==> config.mk <==
export PLATFORM = sky130hd
export DESIGN_NAME = sic_irq_ctrl
export DESIGN_NICKNAME = d
export VERILOG_FILES = /design/src/sic_pkg.sv /design/src/sic_irq_ctrl.sv
export SDC_FILE = /design/constraint.sdc
export NUM_CORES = 1
export LEC_CHECK = 0
export BUFFER_PORTS_ARGS = -buffer_cell sky130_fd_sc_hd__buf_2
export CORE_ASPECT_RATIO = 1.75
export CORE_UTILIZATION = 48
export DETAILED_ROUTE_END_ITERATION = 7
export GPL_ROUTABILITY_DRIVEN = 0
export GPL_TIMING_DRIVEN = 0
export PLACE_DENSITY = 0.92
export SLEW_MARGIN = 10
export SYNTH_ARGS = -nofsm -noshare
export SYNTH_HDL_FRONTEND = slang
export SYNTH_SLANG_ARGS = --single-unit
==> constraint.sdc <==
create_clock -name mclk -period 4.12 [get_ports mclk]
set_clock_uncertainty 0.1 [all_clocks]
set_input_delay 0.206 -clock mclk [delete_from_list [all_inputs] [get_ports mclk]]
set_output_delay 0.206 -clock mclk [all_outputs]
set_load 0.02 [all_outputs]
==> src/sic_pkg.sv <==
package sic_pkg;

	// register byte addresses
	localparam logic [15:0] SIC_ADDR_STATUS = 16'h8504;
	localparam logic [15:0] SIC_ADDR_ADVFN  = 16'h850c;

	// flag positions, shared by status and write-one clear bits
	localparam int SIC_NUM_FLAGS     = 7;
	localparam int SIC_FLAG_VSYNC    = 0;
	localparam int SIC_FLAG_ENGDONE  = 1;
	localparam int SIC_FLAG_OVF      = 2;
	localparam int SIC_FLAG_EMPTY    = 3;
	localparam int SIC_FLAG_HOSTDMA  = 4;
	localparam int SIC_FLAG_CMDDMA   = 5;
	localparam int SIC_FLAG_ENGFIFO  = 6;

	// status word fields
	localparam int SIC_STAT_PBIRQ    = 7;
	localparam int SIC_STAT_FREE_LO  = 8;
	localparam int SIC_STAT_FREE_HI  = 12;
	localparam int SIC_STAT_IDLE     = 13;

	// control word enable positions
	localparam int SIC_EN_HOSTDMA    = 7;
	localparam int SIC_EN_VSYNC      = 8;
	localparam int SIC_EN_ENGDONE    = 9;
	localparam int SIC_EN_OVF        = 10;
	localparam int SIC_EN_EMPTY      = 11;
	localparam int SIC_EN_CMDDMA     = 12;
	localparam int SIC_EN_ENGFIFO    = 13;
	localparam int SIC_RST_LO        = 14;
	localparam int SIC_RST_HI        = 15;

	// engine software reset codes
	localparam logic [1:0] SIC_RST_KEEP   = 2'h0;
	localparam logic [1:0] SIC_RST_ENABLE = 2'h1;
	localparam logic [1:0] SIC_RST_RESET  = 2'h2;

	// advanced function fields
	localparam int SIC_ADV_ENH       = 0;
	localparam int SIC_ADV_DMARST    = 1;
	localparam int SIC_ADV_LINEAR    = 4;
	localparam int SIC_ADV_FREE_LO   = 6;
	localparam int SIC_ADV_FREE_HI   = 9;

	// reset values
	localparam logic [6:0]  SIC_FLAGS_RST = 7'h00;
	localparam logic [6:0]  SIC_EN_RST    = 7'h00;
	localparam logic [31:0] SIC_DATA_RST  = 32'h00000000;

	typedef enum logic [0:0] {
		SIC_ENG_RUN   = 1'b0,
		SIC_ENG_RESET = 1'b1
	} sic_eng_type;

	// event and state inputs from the surrounding engine logic
	typedef struct packed {
		logic       engineIdle;
		logic       cmdFifoOverflow;
		logic       cmdFifoEmpty;
		logic       hostDmaDone;
		logic       cmdDmaDone;
		logic       engineFifoEmpty;
		logic       peripheralBusIrq;
		logic [4:0] engineFifoFree;
		logic [3:0] cmdFifoFree;
	} sic_event_type;

	// configuration bits held elsewhere in the device
	typedef struct packed {
		logic globalIrqEnable;
		logic engineResetConfigBit;
		logic enhancedModeConfig;
		logic linearAddrConfig;
	} sic_config_type;

endpackage

==> src/sic_irq_ctrl.sv <==
`timescale 1ns/1ps
// Summary of operation
// - status bits 0..6 report seven sticky interrupt flags, 1 when raised
// - status bit 7 reports the peripheral bus interrupt
// - status bits 12..8 report engine fifo free slots, 0 to 16
// - reads at 8504 give status; writes go to unreadable control word
// - control bits 0..6 written 1 clear matching flag; 0 leaves it
// - control bits 7..13 hold one interrupt enable per source
// - a source interrupts only when its enable and global enable are 1
// - events: vsync active, engine idle, fifo overflow/empty, dma completion
// - control bits 15..14: 00 keep, 01 enable, 10 reset, 11 reserved
// - engine reset config bit acts like writing reset code 10
// - advanced bit 0 selects enhanced modes, ored with its config bit
// - advanced bit 1 written 1 resets read dma pointers
// - advanced bit 4 enables linear addressing, ored with config bit
// - advanced bits 9..6 report command fifo free slots, 0 to 8
module sic_irq_ctrl
	import sic_pkg::*;
(
	input  wire logic           mclk,
	input  wire logic           rstn,
	input  wire logic           psel,
	input  wire logic           penable,
	input  wire logic           pwrite,
	input  wire logic [15:0]    paddr,
	input  wire logic [31:0]    pwdata,
	output logic      [31:0]    prdata,
	output logic                pready,
	output logic                pslverr,
	input  wire logic           vsyncPin,
	input  wire sic_event_type  events,
	input  wire sic_config_type config_i,
	output logic                irq,
	output logic                engineSoftReset,
	output logic                enhancedModeSelect,
	output logic                linearAddressingEnable,
	output logic                readDmaPointerReset
);

	// map control word enables onto the flag order
	function automatic logic [6:0] enableOrder(input logic [31:0] w);
		logic [6:0] e;
		e = '0;
		e[SIC_FLAG_VSYNC]   = w[SIC_EN_VSYNC];
		e[SIC_FLAG_ENGDONE] = w[SIC_EN_ENGDONE];
		e[SIC_FLAG_OVF]     = w[SIC_EN_OVF];
		e[SIC_FLAG_EMPTY]   = w[SIC_EN_EMPTY];
		e[SIC_FLAG_HOSTDMA] = w[SIC_EN_HOSTDMA];
		e[SIC_FLAG_CMDDMA]  = w[SIC_EN_CMDDMA];
		e[SIC_FLAG_ENGFIFO] = w[SIC_EN_ENGFIFO];
		return e;
	endfunction

	logic        vsyncMeta_q;
	logic        vsyncSync_q;
	logic [6:0]  level_d;
	logic [6:0]  level_q;
	logic [6:0]  rise;
	logic [6:0]  flags_q;
	logic [6:0]  flags_d;
	logic [6:0]  enables_q;
	logic [6:0]  clearMask;
	logic        setupPhase;
	logic        accessDone;
	logic        wrStatus;
	logic        wrAdv;
	logic        addrHit;
	sic_eng_type engState_q;
	logic        advEnh_q;
	logic        advDmaRst_q;
	logic        advLinear_q;
	logic [31:0] statusWord;
	logic [31:0] advWord;

	// vsync arrives from a pin; first stage feeds only the second
	always_ff @(posedge mclk or negedge rstn) begin
		if (!rstn) begin
			vsyncMeta_q <= 1'b0;
			vsyncSync_q <= 1'b0;
		end else begin
			vsyncMeta_q <= vsyncPin;
			vsyncSync_q <= vsyncMeta_q;
		end
	end

	always_comb begin
		level_d = '0;
		level_d[SIC_FLAG_VSYNC]   = vsyncSync_q;
		level_d[SIC_FLAG_ENGDONE] = events.engineIdle;
		level_d[SIC_FLAG_OVF]     = events.cmdFifoOverflow;
		level_d[SIC_FLAG_EMPTY]   = events.cmdFifoEmpty;
		level_d[SIC_FLAG_HOSTDMA] = events.hostDmaDone;
		level_d[SIC_FLAG_CMDDMA]  = events.cmdDmaDone;
		level_d[SIC_FLAG_ENGFIFO] = events.engineFifoEmpty;
	end

	// levels start low so a source already high at reset raises its flag once
	always_ff @(posedge mclk or negedge rstn) begin
		if (!rstn) begin
			level_q <= SIC_FLAGS_RST;
		end else begin
			level_q <= level_d;
		end
	end

	assign rise = level_d & ~level_q;

	// bus decode
	assign setupPhase = psel && !penable;
	assign accessDone = psel && penable && pready;
	assign addrHit    = (paddr == SIC_ADDR_STATUS) || (paddr == SIC_ADDR_ADVFN);
	// a write at the status offset lands in the control word
	assign wrStatus   = accessDone && pwrite && (paddr == SIC_ADDR_STATUS);
	assign wrAdv      = accessDone && pwrite && (paddr == SIC_ADDR_ADVFN);

	assign clearMask = wrStatus ? pwdata[SIC_NUM_FLAGS-1:0] : 7'h00;

	// sticky; a new event beats a clear in the same cycle
	assign flags_d = (flags_q & ~clearMask) | rise;

	always_ff @(posedge mclk or negedge rstn) begin
		if (!rstn) begin
			flags_q <= SIC_FLAGS_RST;
		end else begin
			flags_q <= flags_d;
		end
	end

	// enables live in the write-only control word
	always_ff @(posedge mclk or negedge rstn) begin
		if (!rstn) begin
			enables_q <= SIC_EN_RST;
		end else if (wrStatus) begin
			enables_q <= enableOrder(pwdata);
		end
	end

	always_ff @(posedge mclk or negedge rstn) begin
		if (!rstn) begin
			irq <= 1'b0;
		end else begin
			irq <= (|(flags_d & enables_q)) && config_i.globalIrqEnable;
		end
	end

	// engine software reset field; reserved code keeps state
	always_ff @(posedge mclk or negedge rstn) begin
		if (!rstn) begin
			engState_q <= SIC_ENG_RUN;
		end else if (wrStatus) begin
			case (pwdata[SIC_RST_HI:SIC_RST_LO])
				SIC_RST_ENABLE: begin
					engState_q <= SIC_ENG_RUN;
				end
				SIC_RST_RESET: begin
					engState_q <= SIC_ENG_RESET;
				end
				default: begin
					engState_q <= engState_q;
				end
			endcase
		end
	end

	// config bit forces reset like code 10
	always_ff @(posedge mclk or negedge rstn) begin
		if (!rstn) begin
			engineSoftReset <= 1'b0;
		end else begin
			engineSoftReset <= (engState_q == SIC_ENG_RESET) || config_i.engineResetConfigBit;
		end
	end

	// advanced function read/write bits
	always_ff @(posedge mclk or negedge rstn) begin
		if (!rstn) begin
			advEnh_q    <= 1'b0;
			advDmaRst_q <= 1'b0;
			advLinear_q <= 1'b0;
		end else if (wrAdv) begin
			advEnh_q    <= pwdata[SIC_ADV_ENH];
			advDmaRst_q <= pwdata[SIC_ADV_DMARST];
			advLinear_q <= pwdata[SIC_ADV_LINEAR];
		end
	end

	// effective mode outputs; level so software's 1-then-0 pulse is seen
	always_ff @(posedge mclk or negedge rstn) begin
		if (!rstn) begin
			enhancedModeSelect     <= 1'b0;
			linearAddressingEnable <= 1'b0;
			readDmaPointerReset    <= 1'b0;
		end else begin
			enhancedModeSelect     <= advEnh_q || config_i.enhancedModeConfig;
			linearAddressingEnable <= advLinear_q || config_i.linearAddrConfig;
			// pointer reset while bit holds 1
			readDmaPointerReset    <= advDmaRst_q;
		end
	end

	// read words; reserved bits read zero
	always_comb begin
		statusWord = SIC_DATA_RST;
		statusWord[SIC_NUM_FLAGS-1:0] = flags_q;
		statusWord[SIC_STAT_PBIRQ] = events.peripheralBusIrq;
		statusWord[SIC_STAT_FREE_HI:SIC_STAT_FREE_LO] = events.engineFifoFree;
		statusWord[SIC_STAT_IDLE] = events.engineIdle;
		advWord = SIC_DATA_RST;
		advWord[SIC_ADV_ENH]    = advEnh_q;
		advWord[SIC_ADV_DMARST] = advDmaRst_q;
		advWord[SIC_ADV_LINEAR] = advLinear_q;
		advWord[SIC_ADV_FREE_HI:SIC_ADV_FREE_LO] = events.cmdFifoFree;
	end

	// one wait-free access phase: answer loaded during setup
	always_ff @(posedge mclk or negedge rstn) begin
		if (!rstn) begin
			pready  <= 1'b0;
			pslverr <= 1'b0;
			prdata  <= SIC_DATA_RST;
		end else begin
			pready  <= setupPhase;
			pslverr <= setupPhase && !addrHit;
			if (setupPhase && !pwrite && paddr == SIC_ADDR_STATUS) begin
				prdata <= statusWord;
			end else if (setupPhase && !pwrite && paddr == SIC_ADDR_ADVFN) begin
				prdata <= advWord;
			end else if (setupPhase) begin
				prdata <= SIC_DATA_RST;
			end
		end
	end
endmodule

# Yosys cells after proc, flatten, opt, wreduce, memory -nomap -nowiden
# Cells that the tools add are included.
# Widths: inputs -> output; s select.
[totals]
elab_cells = 54
regBits = 66
out_inout_bits = 39
inputBits = 74
[classes]
bitwise_logic = 6
n_reduce_logical = 22
eq_ne = 4
mux = 5
[ops]
columns = ["cell", "count"]
rows = [
  ["$mux 32", 3],
  ["$eq 16x16->1 const B", 2],
  ["$and 7x7->7", 3],
  ["$not 7->7", 2],
  ["$logic_and 1x1->1", 11],
  ["$mux 7", 1],
  ["$or 7x7->7", 1],
  ["$reduce_or 7->1", 1],
  ["$logic_or 1x1->1", 4],
  ["$logic_not 1->1", 3],
  ["$reduce_bool 3->1", 1],
  ["$eq 2x1->1 const B", 1],
  ["$eq 2x2->1 const B", 1],
  ["$pmux 1 s2", 1],
  ["$reduce_and 2->1", 1],
  ["$reduce_bool 2->1", 1],
]

# Longest topological paths before layout
# Gate-level depths: netlist (run 1).
[logic_depth]
ltp_word = 11
ltp_mapped = 6
mapped_depth_nobuf = 5

# Worst setup path before layout (run 1)
# Ideal clock, no wire load.
[synth_timing]
path_type = "register to register"
startpoint = "register pready"
endpoint = "register irq"
setup_time_ns = 0.129
arrival_time_ns = 1.479
path_slack_ns = 2.411
synth_period_minus_slack_ns = 1.709
stages_incl_launch_ff = 6
path_buffers = 0
required_ns = 3.891
path_cell_list = "dfrtp_1 and4_1 nand2_1 o41ai_2 a21boi_1 o41a_1"
[synth_via]
elab_chain_len = 10
[synth_rtl]
columns = ["item", "line", "text"]
rows = [
  ["start: declaration", "sic_irq_ctrl.sv:28", "output logic pready,"],
  ["start signal: assignment", "sic_irq_ctrl.sv:222", "pready <= setupPhase;"],
  ["$logic_and 1x1->1", "sic_irq_ctrl.sv:110", "assign accessDone = psel && penable && pready;"],
  ["$logic_and 1x1->1 (2 in a row)", "sic_irq_ctrl.sv:113", "assign wrStatus = accessDone && pwrite && (paddr == SIC_ADDR_STATUS);"],
  ["$mux 7", "sic_irq_ctrl.sv:116", "assign clearMask = wrStatus ? pwdata[SIC_NUM_FLAGS-1:0] : 7'h00;"],
  ["$not 7->7", "sic_irq_ctrl.sv:119", "assign flags_d = (flags_q & ~clearMask) | rise;"],
  ["$and 7x7->7", "sic_irq_ctrl.sv:119", ""],
  ["$or 7x7->7", "sic_irq_ctrl.sv:119", ""],
  ["$and 7x7->7", "sic_irq_ctrl.sv:142", "irq <= (|(flags_d & enables_q)) && config_i.globalIrqEnable;"],
  ["$reduce_or 7->1", "sic_irq_ctrl.sv:142", ""],
  ["$logic_and 1x1->1", "sic_irq_ctrl.sv:142", ""],
  ["end signal: assignment", "sic_irq_ctrl.sv:142", ""],
  ["end: declaration", "sic_irq_ctrl.sv:33", "output logic irq,"],
]
# Every way passes these cells.
# A chain may end at the register's enable or synchronous reset.

# Final worst setup path (run 1)
[layout_timing]
startpoint = "input events[15] (netlist bit)"
endpoint = "register irq"
[layout_via]
elab_chain_len = 5
[layout_rtl]
columns = ["item", "line", "text"]
rows = [
  ["start: declaration", "sic_irq_ctrl.sv:31", "input wire sic_event_type events,"],
  ["$and 7x7->7", "sic_irq_ctrl.sv:106", "assign rise = level_d & ~level_q;"],
  ["$or 7x7->7", "sic_irq_ctrl.sv:119", ""],
  ["$and 7x7->7", "sic_irq_ctrl.sv:142", ""],
  ["$reduce_or 7->1", "sic_irq_ctrl.sv:142", ""],
  ["$logic_and 1x1->1", "sic_irq_ctrl.sv:142", ""],
]
# Every way passes these cells.

==> results of run 1 <==
==> state kept, by name, summed over array words and instances (netlist names), 7 cells and up <==
signal / flops
prdata: 14
enables_q: 7
flags_q: 7
level_q: 7
==> kinds of logic after synthesis <==
group / Yosys count / synth area share
other: 1 / 0.00176
muxes: 11 / 0.0582
buffers and inverters: 25 / 0.0794
adders and majority gates: 1 / 0.00588
DFF: 48 / 0.564
and+or+nand+nor: 51 / 0.155
AOI/OAI and AO/OA: 41 / 0.135
==> power groups by stage <==
stage	sequential [mW]	combinational, mW	clock (mW)
after floorplan	0.492	0.0416	0
after global placement	0.489	0.0889	0
after detailed placement	0.489	0.0915	0
after CTS	0.479	0.0983	0.335
after global routing	0.480	0.108	0.353
final	0.479	0.0986	0.325
==> cell usage in the layout, fill, tap and decap left out, types with 8 or more instances in the layout <==
master / count
dlygate4sd3_1: 9
nor2b_1: 11
dfrtp_1: 48
o21ai_0: 10
conb_1: 18
mux2_2: 11
nand2_1: 15
buf_4: 20
a22oi_1: 8
buf_2: 78
==> stage by stage <==
step | hold slack, ns | worst slack [ns] | cells
5_1_grt | 0.00730 | 2.19 | 339
3_3_place_gp | 0.215 | 2.06 | 322
2_1_floorplan | -0.190 | 2.41 | 195
3_5_place_dp | 0.215 | 2.01 | 322
4_1_cts | 0.0137 | 2.24 | 339
6_report | -0.0148 | 2.24 | 339
==> cell type report <==
cell class / count / area (um2)
Clock buffer: 6 / 72.6
Buffer: 23 / 161
Timing Repair Buffer: 87 / 480
Fill cell: 341 / 1350
Inverter: 2 / 7.51
Tap cell: 49 / 61.3
Sequential cell: 48 / 1200
Multi-Input combinational cell: 122 / 822
Clock inverter: 2 / 35.0
==> metal layers <==
metal / up-vias / wire (um) / part of all wire
met1: 816 / 1680 / 0.36
met2: 62 / 2690 / 0.57
met5: - / 0 / 0
met4: 0 / 108 / 0.023
li1: 818 / - / -
met3: 9 / 217 / 0.046
==> final timing paths <==
path | startpoint | end | slack (ns) | depth (start not counted)
max in group asynchronous | rstn | flags_q[6] | 3.30 | 1
worst max-delay path | events[15] | irq | 2.24 | 7
worst max register to register | pready | irq | 2.45 | 5
worst min-delay path | rstn | linearAddressingEnable | -0.01 | 1
min in group mclk | config_i[2] | engineSoftReset | 0.02 | 2
worst min register to register | vsyncMeta_q | vsyncSync_q | 0.25 | 0
==> impl_metrics.csv, run 1 <==
group,metric,value,unit
status,status,"complete, but fails checks",
status,violations,"hold timing",
timing,final-hold-violation-count,19,
cts,cts_buffer_depth,2,
cells_and_area,utilization,0.678,
timing,fin_crit,1.88,ns
routing,drc,0,
global_routing,grt_use_total,0.217,
cts,numCtsBuffers,5,
cells_and_area,final_net_count,364,
cells_and_area,layout-drive-gt1-share,0.431,
setup_path,cp-start-kind,"input pin",
die,boundaryPins,113,
cts,clock_latency,0.30,ns
routing,routed_wl,4690,um
place,dp_hpwl,3720,um
power,switching_share,0.222,
place,dpl_cell_area,0.00264,mm2
setup_path,critical_path_required,4.20,ns
cts,cts.hold.buffers_added,9,
power,p_total,903,uW
global_routing,grt_pass1_vias,1695,
setup_path,cp_slowest_cell,"dlygate4sd3_1",
routing,wl_per_cell,13.8,um
routing,drtPass1Iterations,4,
setup_path,critPathBufInv,2,
synth,syn_inst,178,
power,p_per_area,318,mW/mm2
run,maxCapViolations,0,
power,clkPwrFrac,0.360,
global_routing,grt_overflow,0,
setup_path,cp_cell_sequence,"dlygate4sd3_1 > buf_2 > nor2b_1 > o21ai_0 > and4_1 > a22oi_1 > o41a_1",
global_routing,gr-usage-met3,0.0474,
setup_path,worstPathMaxFanout,3,
synth,synth_top_cell_by_area,"dfrtp_1",
global_routing,use_met2,0.391,
timing,rsz0062_at_grt,"false",
cts,clkSlewWorstSetupHoldPaths,0.08,ns
die,row_count,31,
timing,slew_viol_final,0,
power,sequentialPowerShare,0.531,
die,die_w,52.3,um
cts,clock-root-buffer,"clkbuf_8",
global_routing,grt_antenna_before_repair,0,
min_path,holdCritPathClass,"input pin to asynchronous set/reset pin",
cells_and_area,synthToLayoutAreaGrowth,33.5,%
routing,drt_iter0_markers,27,
routing,avgViaCountPerCell,5.03,
power,peakVddDrop,0.298,mV
setup_path,cp_top_family,"compound AO/OA/AOI/OAI gates",
cts,tritoncts,"done",
cts,post_cts_buffers,0,
routing,vias,1705,
die,core_area,0.00419,mm2
synth,seq_area_frac_synth,0.564,
timing,setup_violations,0,
timing,setup_tns,0,ns
cts,htreeDepth,2,
synth,synth-edff-count,0,
synth,synthTopCellsByArea,"dfrtp_1 (56%), buf_4 (7.1%), mux2_2 (5.8%), nor2b_1 (3.2%), a22o_1 (2.9%)",
power,p_int,703,uW
die,die_area,0.00471,mm2
power,pwr-share-comb,0.109,
cells_and_area,finish.instance_area,0.00284,mm2
synth,netlist.area_leader.share,0.564,
global_routing,grt_max_degree,49,
timing,relSlewSlack,0.316,
place,io_buffers,78,
timing,whs,-0.0148,ns
routing,antenna_left,0,
synth,synth_most_common_cell,"dfrtp_1",
cts,cts_resized,0,
setup_path,slowest_delay,0.54,ns
global_routing,grt_pass1_wl,7580,um
synth,ys_seq_elements,48,
synth,async_reset_ff_frac,1.00,
power,p_leak,1.45,nW
die,die_h,90.1,um
setup_path,crit_arrival,1.96,ns
synth,synth_top_flop_cell,"dfrtp_1",
synth,synth_area,0.00213,mm2
synth,avgSynthCellArea,12.0,um2
cts,cts.sinks,48,
setup_path,critPathKind,"input pin to flop",
cells_and_area,diodes,0,
die,initial_utilization,0.508,
power,power.net_switching,200,uW
synth,ys_types,33,
synth,netlist_top_cells_count,"dfrtp_1 (48), buf_4 (20), nand2_1 (15), mux2_2 (11), nor2b_1 (11)",
timing,fin_crit_sh,0.457,
setup_path,crit_path_end_kind,"flop",
timing,worstMarginPinSlew,1.03,ns
timing,max_clock_freq,531,MHz
global_routing,grt.busiest_layer,"met2",
synth,ys_warn_count,0,
global_routing,grt_util_met1,0.229,
Power figures use the tool's default switching activity.
==> run 2, diff against run 1 <==
ABC_AREA = 1   (was default)
CORE_UTILIZATION = 45   (was 48)
PLACE_DENSITY = 0.86   (was 0.92)
clock period = 1.91 ns   (was 4.12 ns; I/O delays follow)
==> run 2 against run 1 <==
Effect of this change: the flow now finishes without violations; combinational power grew to 2.5 times the previous value; register-to-register slack worse by 2.1 ns; critical path type unchanged; critical path depth increased by 4; synthesized area is 3.8% higher; clock-buffer cell count shrank 1; flip-flop and latch count unchanged; non-clock buffer count is 22 higher; setup slack worse by 1.9 ns; die area grew 10%; first-iteration DRC count is 41% higher; global-route usage up 0.21 points.
==> impl_metrics.csv, run 2 <==
group,metric,value,unit
status,status,"complete, no violations",
synth,syn_inst,220,
setup_path,reg2regPathDepth,9,
global_routing,grt_pass1_wl,8230,um
die,initial_utilization,0.469,
synth,synth_area,0.00221,mm2
cells_and_area,diodes,0,
min_path,min-delay-start,"pwdata[15]",
synth,seq_area_frac_synth,0.544,
timing,rsz0062_at_grt,"false",
setup_path,cp_slowest_cell,"dlygate4sd3_1",
power,pwr-share-comb,0.132,
routing,avgViaCountPerCell,4.58,
timing,final-hold-violation-count,0,
global_routing,grt_antenna_before_repair,0,
synth,ys_seq_elements,48,
die,boundaryPins,113,
global_routing,grt_max_degree,49,
timing,setup_tns,0,ns
cts,numCtsBuffers,5,
place,dp_hpwl,3590,um
min_path,holdPathEnd,"engState_q",
power,p_leak,1.87,nW
cells_and_area,final_net_count,431,
power,power.net_switching,467,uW
routing,drt_iter0_markers,38,
setup_path,worstPathMaxFanout,9,
setup_path,slowest_delay,0.51,ns
setup_path,r2r_slack,0.40,ns
cts,cts_buffer_depth,2,
timing,slew_viol_final,0,
cts,tritoncts,"done",
die,die_h,94.7,um
synth,async_reset_ff_frac,1.00,
setup_path,crit_path_end_kind,"flop",
die,die_w,55.0,um
synth,synth-edff-count,0,
cells_and_area,layout-drive-gt1-share,0.403,
power,peakVddDrop,0.599,mV
cells_and_area,top_register,"prdata",
synth,ys_warn_count,0,
cells_and_area,ff_latch_area,0.00120,mm2
synth,ys_types,28,
cells_and_area,largest_reg_flops,14,
global_routing,grt_pass1_vias,1967,
routing,drc,0,
synth,netlist_top_cells_count,"nand2_1 (69), dfrtp_1 (48), buf_4 (18), inv_1 (15)",
synth,netlist.area_leader.share,0.544,
die,die_area,0.00520,mm2
setup_path,r2r_start,"pready",
place,io_buffers,78,
global_routing,grt_use_total,0.219,
timing,fin_crit,1.62,ns
setup_path,cp-start-kind,"input pin",
timing,worst_slack,0.293,ns
routing,wl_per_cell,12.3,um
routing,drtPass1Iterations,4,
setup_path,critPathKind,"input pin to flop",
power,switching_share,0.248,
place,dp_slack,0.378,ns
cells_and_area,n_fill_cell,385,
cts,clkSlewWorstSetupHoldPaths,0.09,ns
cells_and_area,utilization,0.671,
die,row_count,33,
timing,fin_crit_sh,0.846,
setup_path,critical_path_required,2.00,ns
cells_and_area,multi_input_area,838,um2
timing,relSlewSlack,0.314,
place,dp_cells,367,
power,p_per_area,597,mW/mm2
timing,setup_violations,0,
cells_and_area,final_cell_mix,"buf_2 (78), nand2_1 (69), dfrtp_1 (48), dlygate4sd3_1 (34)",
global_routing,grt_overflow,0,
cells_and_area,mostFrequentLayoutCell,"buf_2",
min_path,hold_depth,3,
cts,clock-root-buffer,"clkbuf_8",
setup_path,regToRegEndpoint,"irq",
min_path,holdCritPathClass,"input pin to flop",
timing,max_clock_freq,619,MHz
routing,vias,1873,
power,sequentialPowerShare,0.549,
run,maxCapViolations,0,
setup_path,cpMostUsedCell,"nand2_1",
cts,clock_latency,0.30,ns
cts,cts_resized,0,
routing,antenna_left,0,
routing,routed_wl,5020,um
cts,cts.sinks,48,
cells_and_area,synthToLayoutAreaGrowth,43.0,%
power,p_int,1.42,mW
power,clkPwrFrac,0.319,
die,core_area,0.00471,mm2
cells_and_area,fin_cells,409,
synth,avgSynthCellArea,10.0,um2
synth,synth_most_common_cell,"nand2_1",
synth,synth_top_flop_cell,"dfrtp_1",
setup_path,crit_arrival,1.71,ns
synth,synth_top_cell_by_area,"dfrtp_1",
timing,worstMarginPinSlew,1.03,ns
cts,htreeDepth,2,
synth,synthTopCellsByArea,"dfrtp_1 (54%), nand2_1 (12%), buf_4 (6.1%), nand3_2 (4.1%), inv_1 (2.5%)",
setup_path,cp_cell_sequence,"dlygate4sd3_1 > buf_2 > nand2_1 > nor2_4 > nand4_1 > nand2_1 > nand2_1 > nand2_1 > nand2_1 > nor2_1 > a21oi_1",
-- run 2: changes by cell type after synthesis, sizes merged, moves of 5 or more --
cell   delta
nand3     +9
mux2      -7
nor2     +12
nand2    +66
a22oi     -8
o21ai    -16
nor2b    -11
inv      +14
a21o      -5
-- run 2: how the worst max path moves through the flow --
stage / from / endpoint / slack [ns] / cells after the start
after floorplan: pready / engState_q / 0.42 / 5
after global placement: paddr[1] / engState_q / 0.43 / 9
after detailed placement: paddr[5] / engState_q / 0.38 / 9
after CTS: penable / irq / 0.31 / 11
after global routing: penable / irq / 0.19 / 11
final: penable / irq / 0.29 / 11
-- run 2: repair_timing --
action / in CTS / in global routing
endpoints found under the hold margin: 82 / 0
buffers inserted: 0 / 0
hold buffers: 34 / 0
-- run 2: critical path, delay by kind of cell --
family,cells,cell delay [ns]
compound gates,1,0.08
buf+inv,2,0.63
simple gates,8,0.90
-- run 2: routing by layer --
layer	global-route usage	up-vias	wire [um]
met4	0.0979	0	147
met1	0.217	868	1760
met5	0	-	0
li1	-	924	-
met3	0.0386	16	208
met2	0.411	65	2910
-- run 2: cells by family after synthesis --
kind of cell | after synthesis | synth area share
AO/OA/AOI/OAI | 9 | 0.0317
buffers and inverters | 38 | 0.105
adder cells (fa/ha/maj) | 1 | 0.00566
multiplexers | 4 | 0.0255
other | 1 | 0.00170
flip-flops | 48 | 0.544
AND/OR/NAND/NOR | 119 | 0.286
-- run 2: power by group through the flow --
| stage | clock network (mW) | logic [mW] | registers, mW |
|---|---|---|---|
| final | 0.601 | 0.249 | 1.03 |
| after global routing | 0.662 | 0.273 | 1.04 |
| after CTS | 0.618 | 0.247 | 1.03 |
| after detailed placement | 0 | 0.193 | 1.05 |
| after global placement | 0 | 0.188 | 1.05 |
| after floorplan | 0 | 0.0914 | 1.06 |
-- run 2: layout make-up --
type	count	area share
flip-flops and latches	48	0.380
multi-input cells	151	0.265
repair buffers	112	0.231
plain buffers	20	0.0503
inverters	18	0.0234
clock buffers	5	0.0218
well taps	52	0.0206
clock inverters	3	0.00674
-- run 2: through the flow --
| step | area [um2] | hold WS, ns | power [mW] |
|---|---|---|---|
| final | 3160 | 0.0330 | 1.88 |
| after global routing | 3160 | 0.0439 | 1.97 |
| after CTS | 3160 | 0.0269 | 1.90 |
| after detailed placement | 2730 | 0.108 | 1.25 |
| after global placement | 2730 | 0.104 | 1.24 |
| after floorplan | 2270 | -0.300 | 1.15 |
==> run 3, diff against run 2 <==
CORE_UTILIZATION = 41   (was 45)
PLACE_DENSITY = 0.83   (was 0.86)
clock period = 1.4 ns   (was 1.91 ns; I/O delays follow)
==> run 3 against run 2 <==
Effect of this change: sequential power grew 37%; core utilization is 4.6 points lower; combinational power up 39%; total power increased by 56%; the run now ends with DRC, setup timing left; design area increased by 3.2%; critical path depth shrank 2; via count rose by 1.8%; critical path type is now flop to flop; critical endpoint unchanged; sequential share of layout area is 1.1 points lower; first-iteration DRC count rose by 32%; global-route usage shrank 2.9 points.
==> impl_metrics.csv, run 3 (synthesis results as in run 2) <==
group,metric,value,unit
status,status,"complete, but fails checks",
status,violations,"DRC, setup timing",
setup_path,worstPathMaxFanout,5,
routing,vias,1907,
die,die_area,0.00570,mm2
setup_path,slowest_delay,0.39,ns
cells_and_area,top_register,"prdata",
setup_path,cp_slowest_cell,"dfrtp_2",
routing,antenna_left,0,
routing,avgViaCountPerCell,4.60,
cells_and_area,utilization,0.625,
timing,whs,0.0151,ns
cts,cts_buffer_depth,2,
cells_and_area,layout-drive-gt1-share,0.419,
cells_and_area,multi_input_area,866,um2
timing,fin_crit,1.40,ns
die,initial_utilization,0.424,
routing,drc,5,
global_routing,grt_antenna_before_repair,0,
timing,setup_tns,-0.00240,ns
die,boundaryPins,113,
setup_path,cp-start-kind,"flop",
cts,numCtsBuffers,5,
timing,fin_crit_sh,1.00,
timing,rsz0062_at_grt,"true",
global_routing,grt_use_total,0.190,
routing,wl_per_cell,12.1,um
die,row_count,35,
cells_and_area,final_cell_mix,"buf_2 (77), nand2_1 (67), dfrtp_1 (47), dlygate4sd3_1 (35), buf_4 (19)",
setup_path,cp_cell_sequence,"nand2_4 > nor2_4 > nand4_1 > nand2_1 > nand2_2 > nand2_1 > nand2_1 > nor2_2 > a21oi_1",
routing,wl_met2,2950,um
cts,cts.sinks,48,
cells_and_area,ff_latch_area,0.00120,mm2
global_routing,grt_max_degree,49,
cells_and_area,mostFrequentLayoutCell,"buf_2",
cells_and_area,largest_reg_flops,14,
cts,tritoncts,"done",
power,peakVddDrop,0.775,mV
routing,drt_iter0_markers,50,
min_path,holdCritPathClass,"input pin to flop",
setup_path,critical_path_required,1.49,ns
setup_path,cpMostUsedCell,"nand2_1",
cells_and_area,synthToLayoutAreaGrowth,47.5,%
timing,setup_violations,1,
cells_and_area,diodes,0,
cells_and_area,final_net_count,434,
power,p_leak,1.91,nW
routing,wl_met3,245,um
setup_path,crit_path_end_kind,"flop",
setup_path,critPathKind,"flop to flop",
cts,clkSlewWorstSetupHoldPaths,0.10,ns
timing,relSlewSlack,0.572,
die,core_area,0.00521,mm2
routing,drtPass1Iterations,6,
routing,met1_length,1730,um
timing,worst_slack,-0.00240,ns
timing,final-hold-violation-count,0,
run,maxCapViolations,0,
cts,clock_latency,0.30,ns
die,die_h,99.1,um
power,p_per_area,905,mW/mm2
cts,clock-root-buffer,"clkbuf_8",
cells_and_area,finish.instance_area,0.00326,mm2
timing,slew_viol_final,0,
routing,routed_wl,5020,um
timing,max_clock_freq,713,MHz
place,io_buffers,78,
die,die_w,57.5,um
global_routing,grt_pass1_wl,8340,um
cells_and_area,n_fill_cell,431,
global_routing,grt_pass1_vias,1931,
place,dp_hpwl,3550,um
global_routing,grt_overflow,0,
routing,top_layer,"met4",
cts,htreeDepth,2,
timing,worstMarginPinSlew,0.643,ns
place,dpl_cell_area,0.00274,mm2
setup_path,crit_arrival,1.49,ns
## run 3: changes by cell type in the layout (fill, tap and decap cells not counted), sizes merged
cell	delta
bufinv	+2
clkinvlp	-1
clkbuf	+1
clkinv	-1
dlygate4sd3	+1
nor2	+1
## run 3: timing repair
action                     in CTS  in global routing
cloned                          1                  0
hold buffers                   35                  0
buffers inserted                1                  0
setup endpoints to repair       2                 50
pin swaps                       2                  0
resized for setup               3                  3
hold endpoints to repair       83                  0
## run 3: area by class of cell
type | count | share of cell area
plain buffers | 20 | 0.0488
clock buffers | 5 | 0.0211
clock inverters | 3 | 0.0211
inverters | 18 | 0.0227
multi-input cells | 152 | 0.266
flip-flops and latches | 48 | 0.369
well taps | 55 | 0.0211
repair buffers | 114 | 0.230
## run 3: worst paths after layout
| check | start | to | slack, ns | depth (start not counted) |
|---|---|---|---|---|
| worst min register to register | vsyncMeta_q | vsyncSync_q | 0.27 | 0 |
| worst max-delay path | pready | irq | -0.002 | 9 |
| worst max register to register | pready | irq | -0.002 | 9 |
| max in group asynchronous | rstn | pready | 0.49 | 2 |
| worst min-delay path | pwdata[3] | flags_q[3] | 0.02 | 4 |
| min in group asynchronous | rstn | prdata[4] | 0.26 | 2 |
## run 3: critical path, delay by kind of cell, from the launching register on
family | cells | cell delay [ns]
AND/OR/NAND/NOR | 8 | 0.73
AO/OA/AOI/OAI | 1 | 0.07
flip-flops | 1 | 0.39
## run 3: metrics by stage
step                      worst slack (ns)  cells  power [mW]
after floorplan                    -0.0431    237        1.57
after global placement              -0.123    370        1.69
after detailed placement            -0.144    370        1.70
after CTS                          -0.0221    415        2.97
after global routing                -0.125    415        3.05
final                             -0.00240    415        2.95
## run 3: routing by layer
layer  GRT usage  up-vias
li1            -      936
met1       0.184      897
met2       0.380       64
met3      0.0328       10
met4      0.0675        0
met5           0        -
## run 3: where the power goes
part	leakage (nW)	total [mW]	internal, mW	switching (mW)
registers	0.603	1.41	1.41	0.00628
clock network	0.0687	1.19	0.719	0.471
logic	1.24	0.346	0.178	0.168
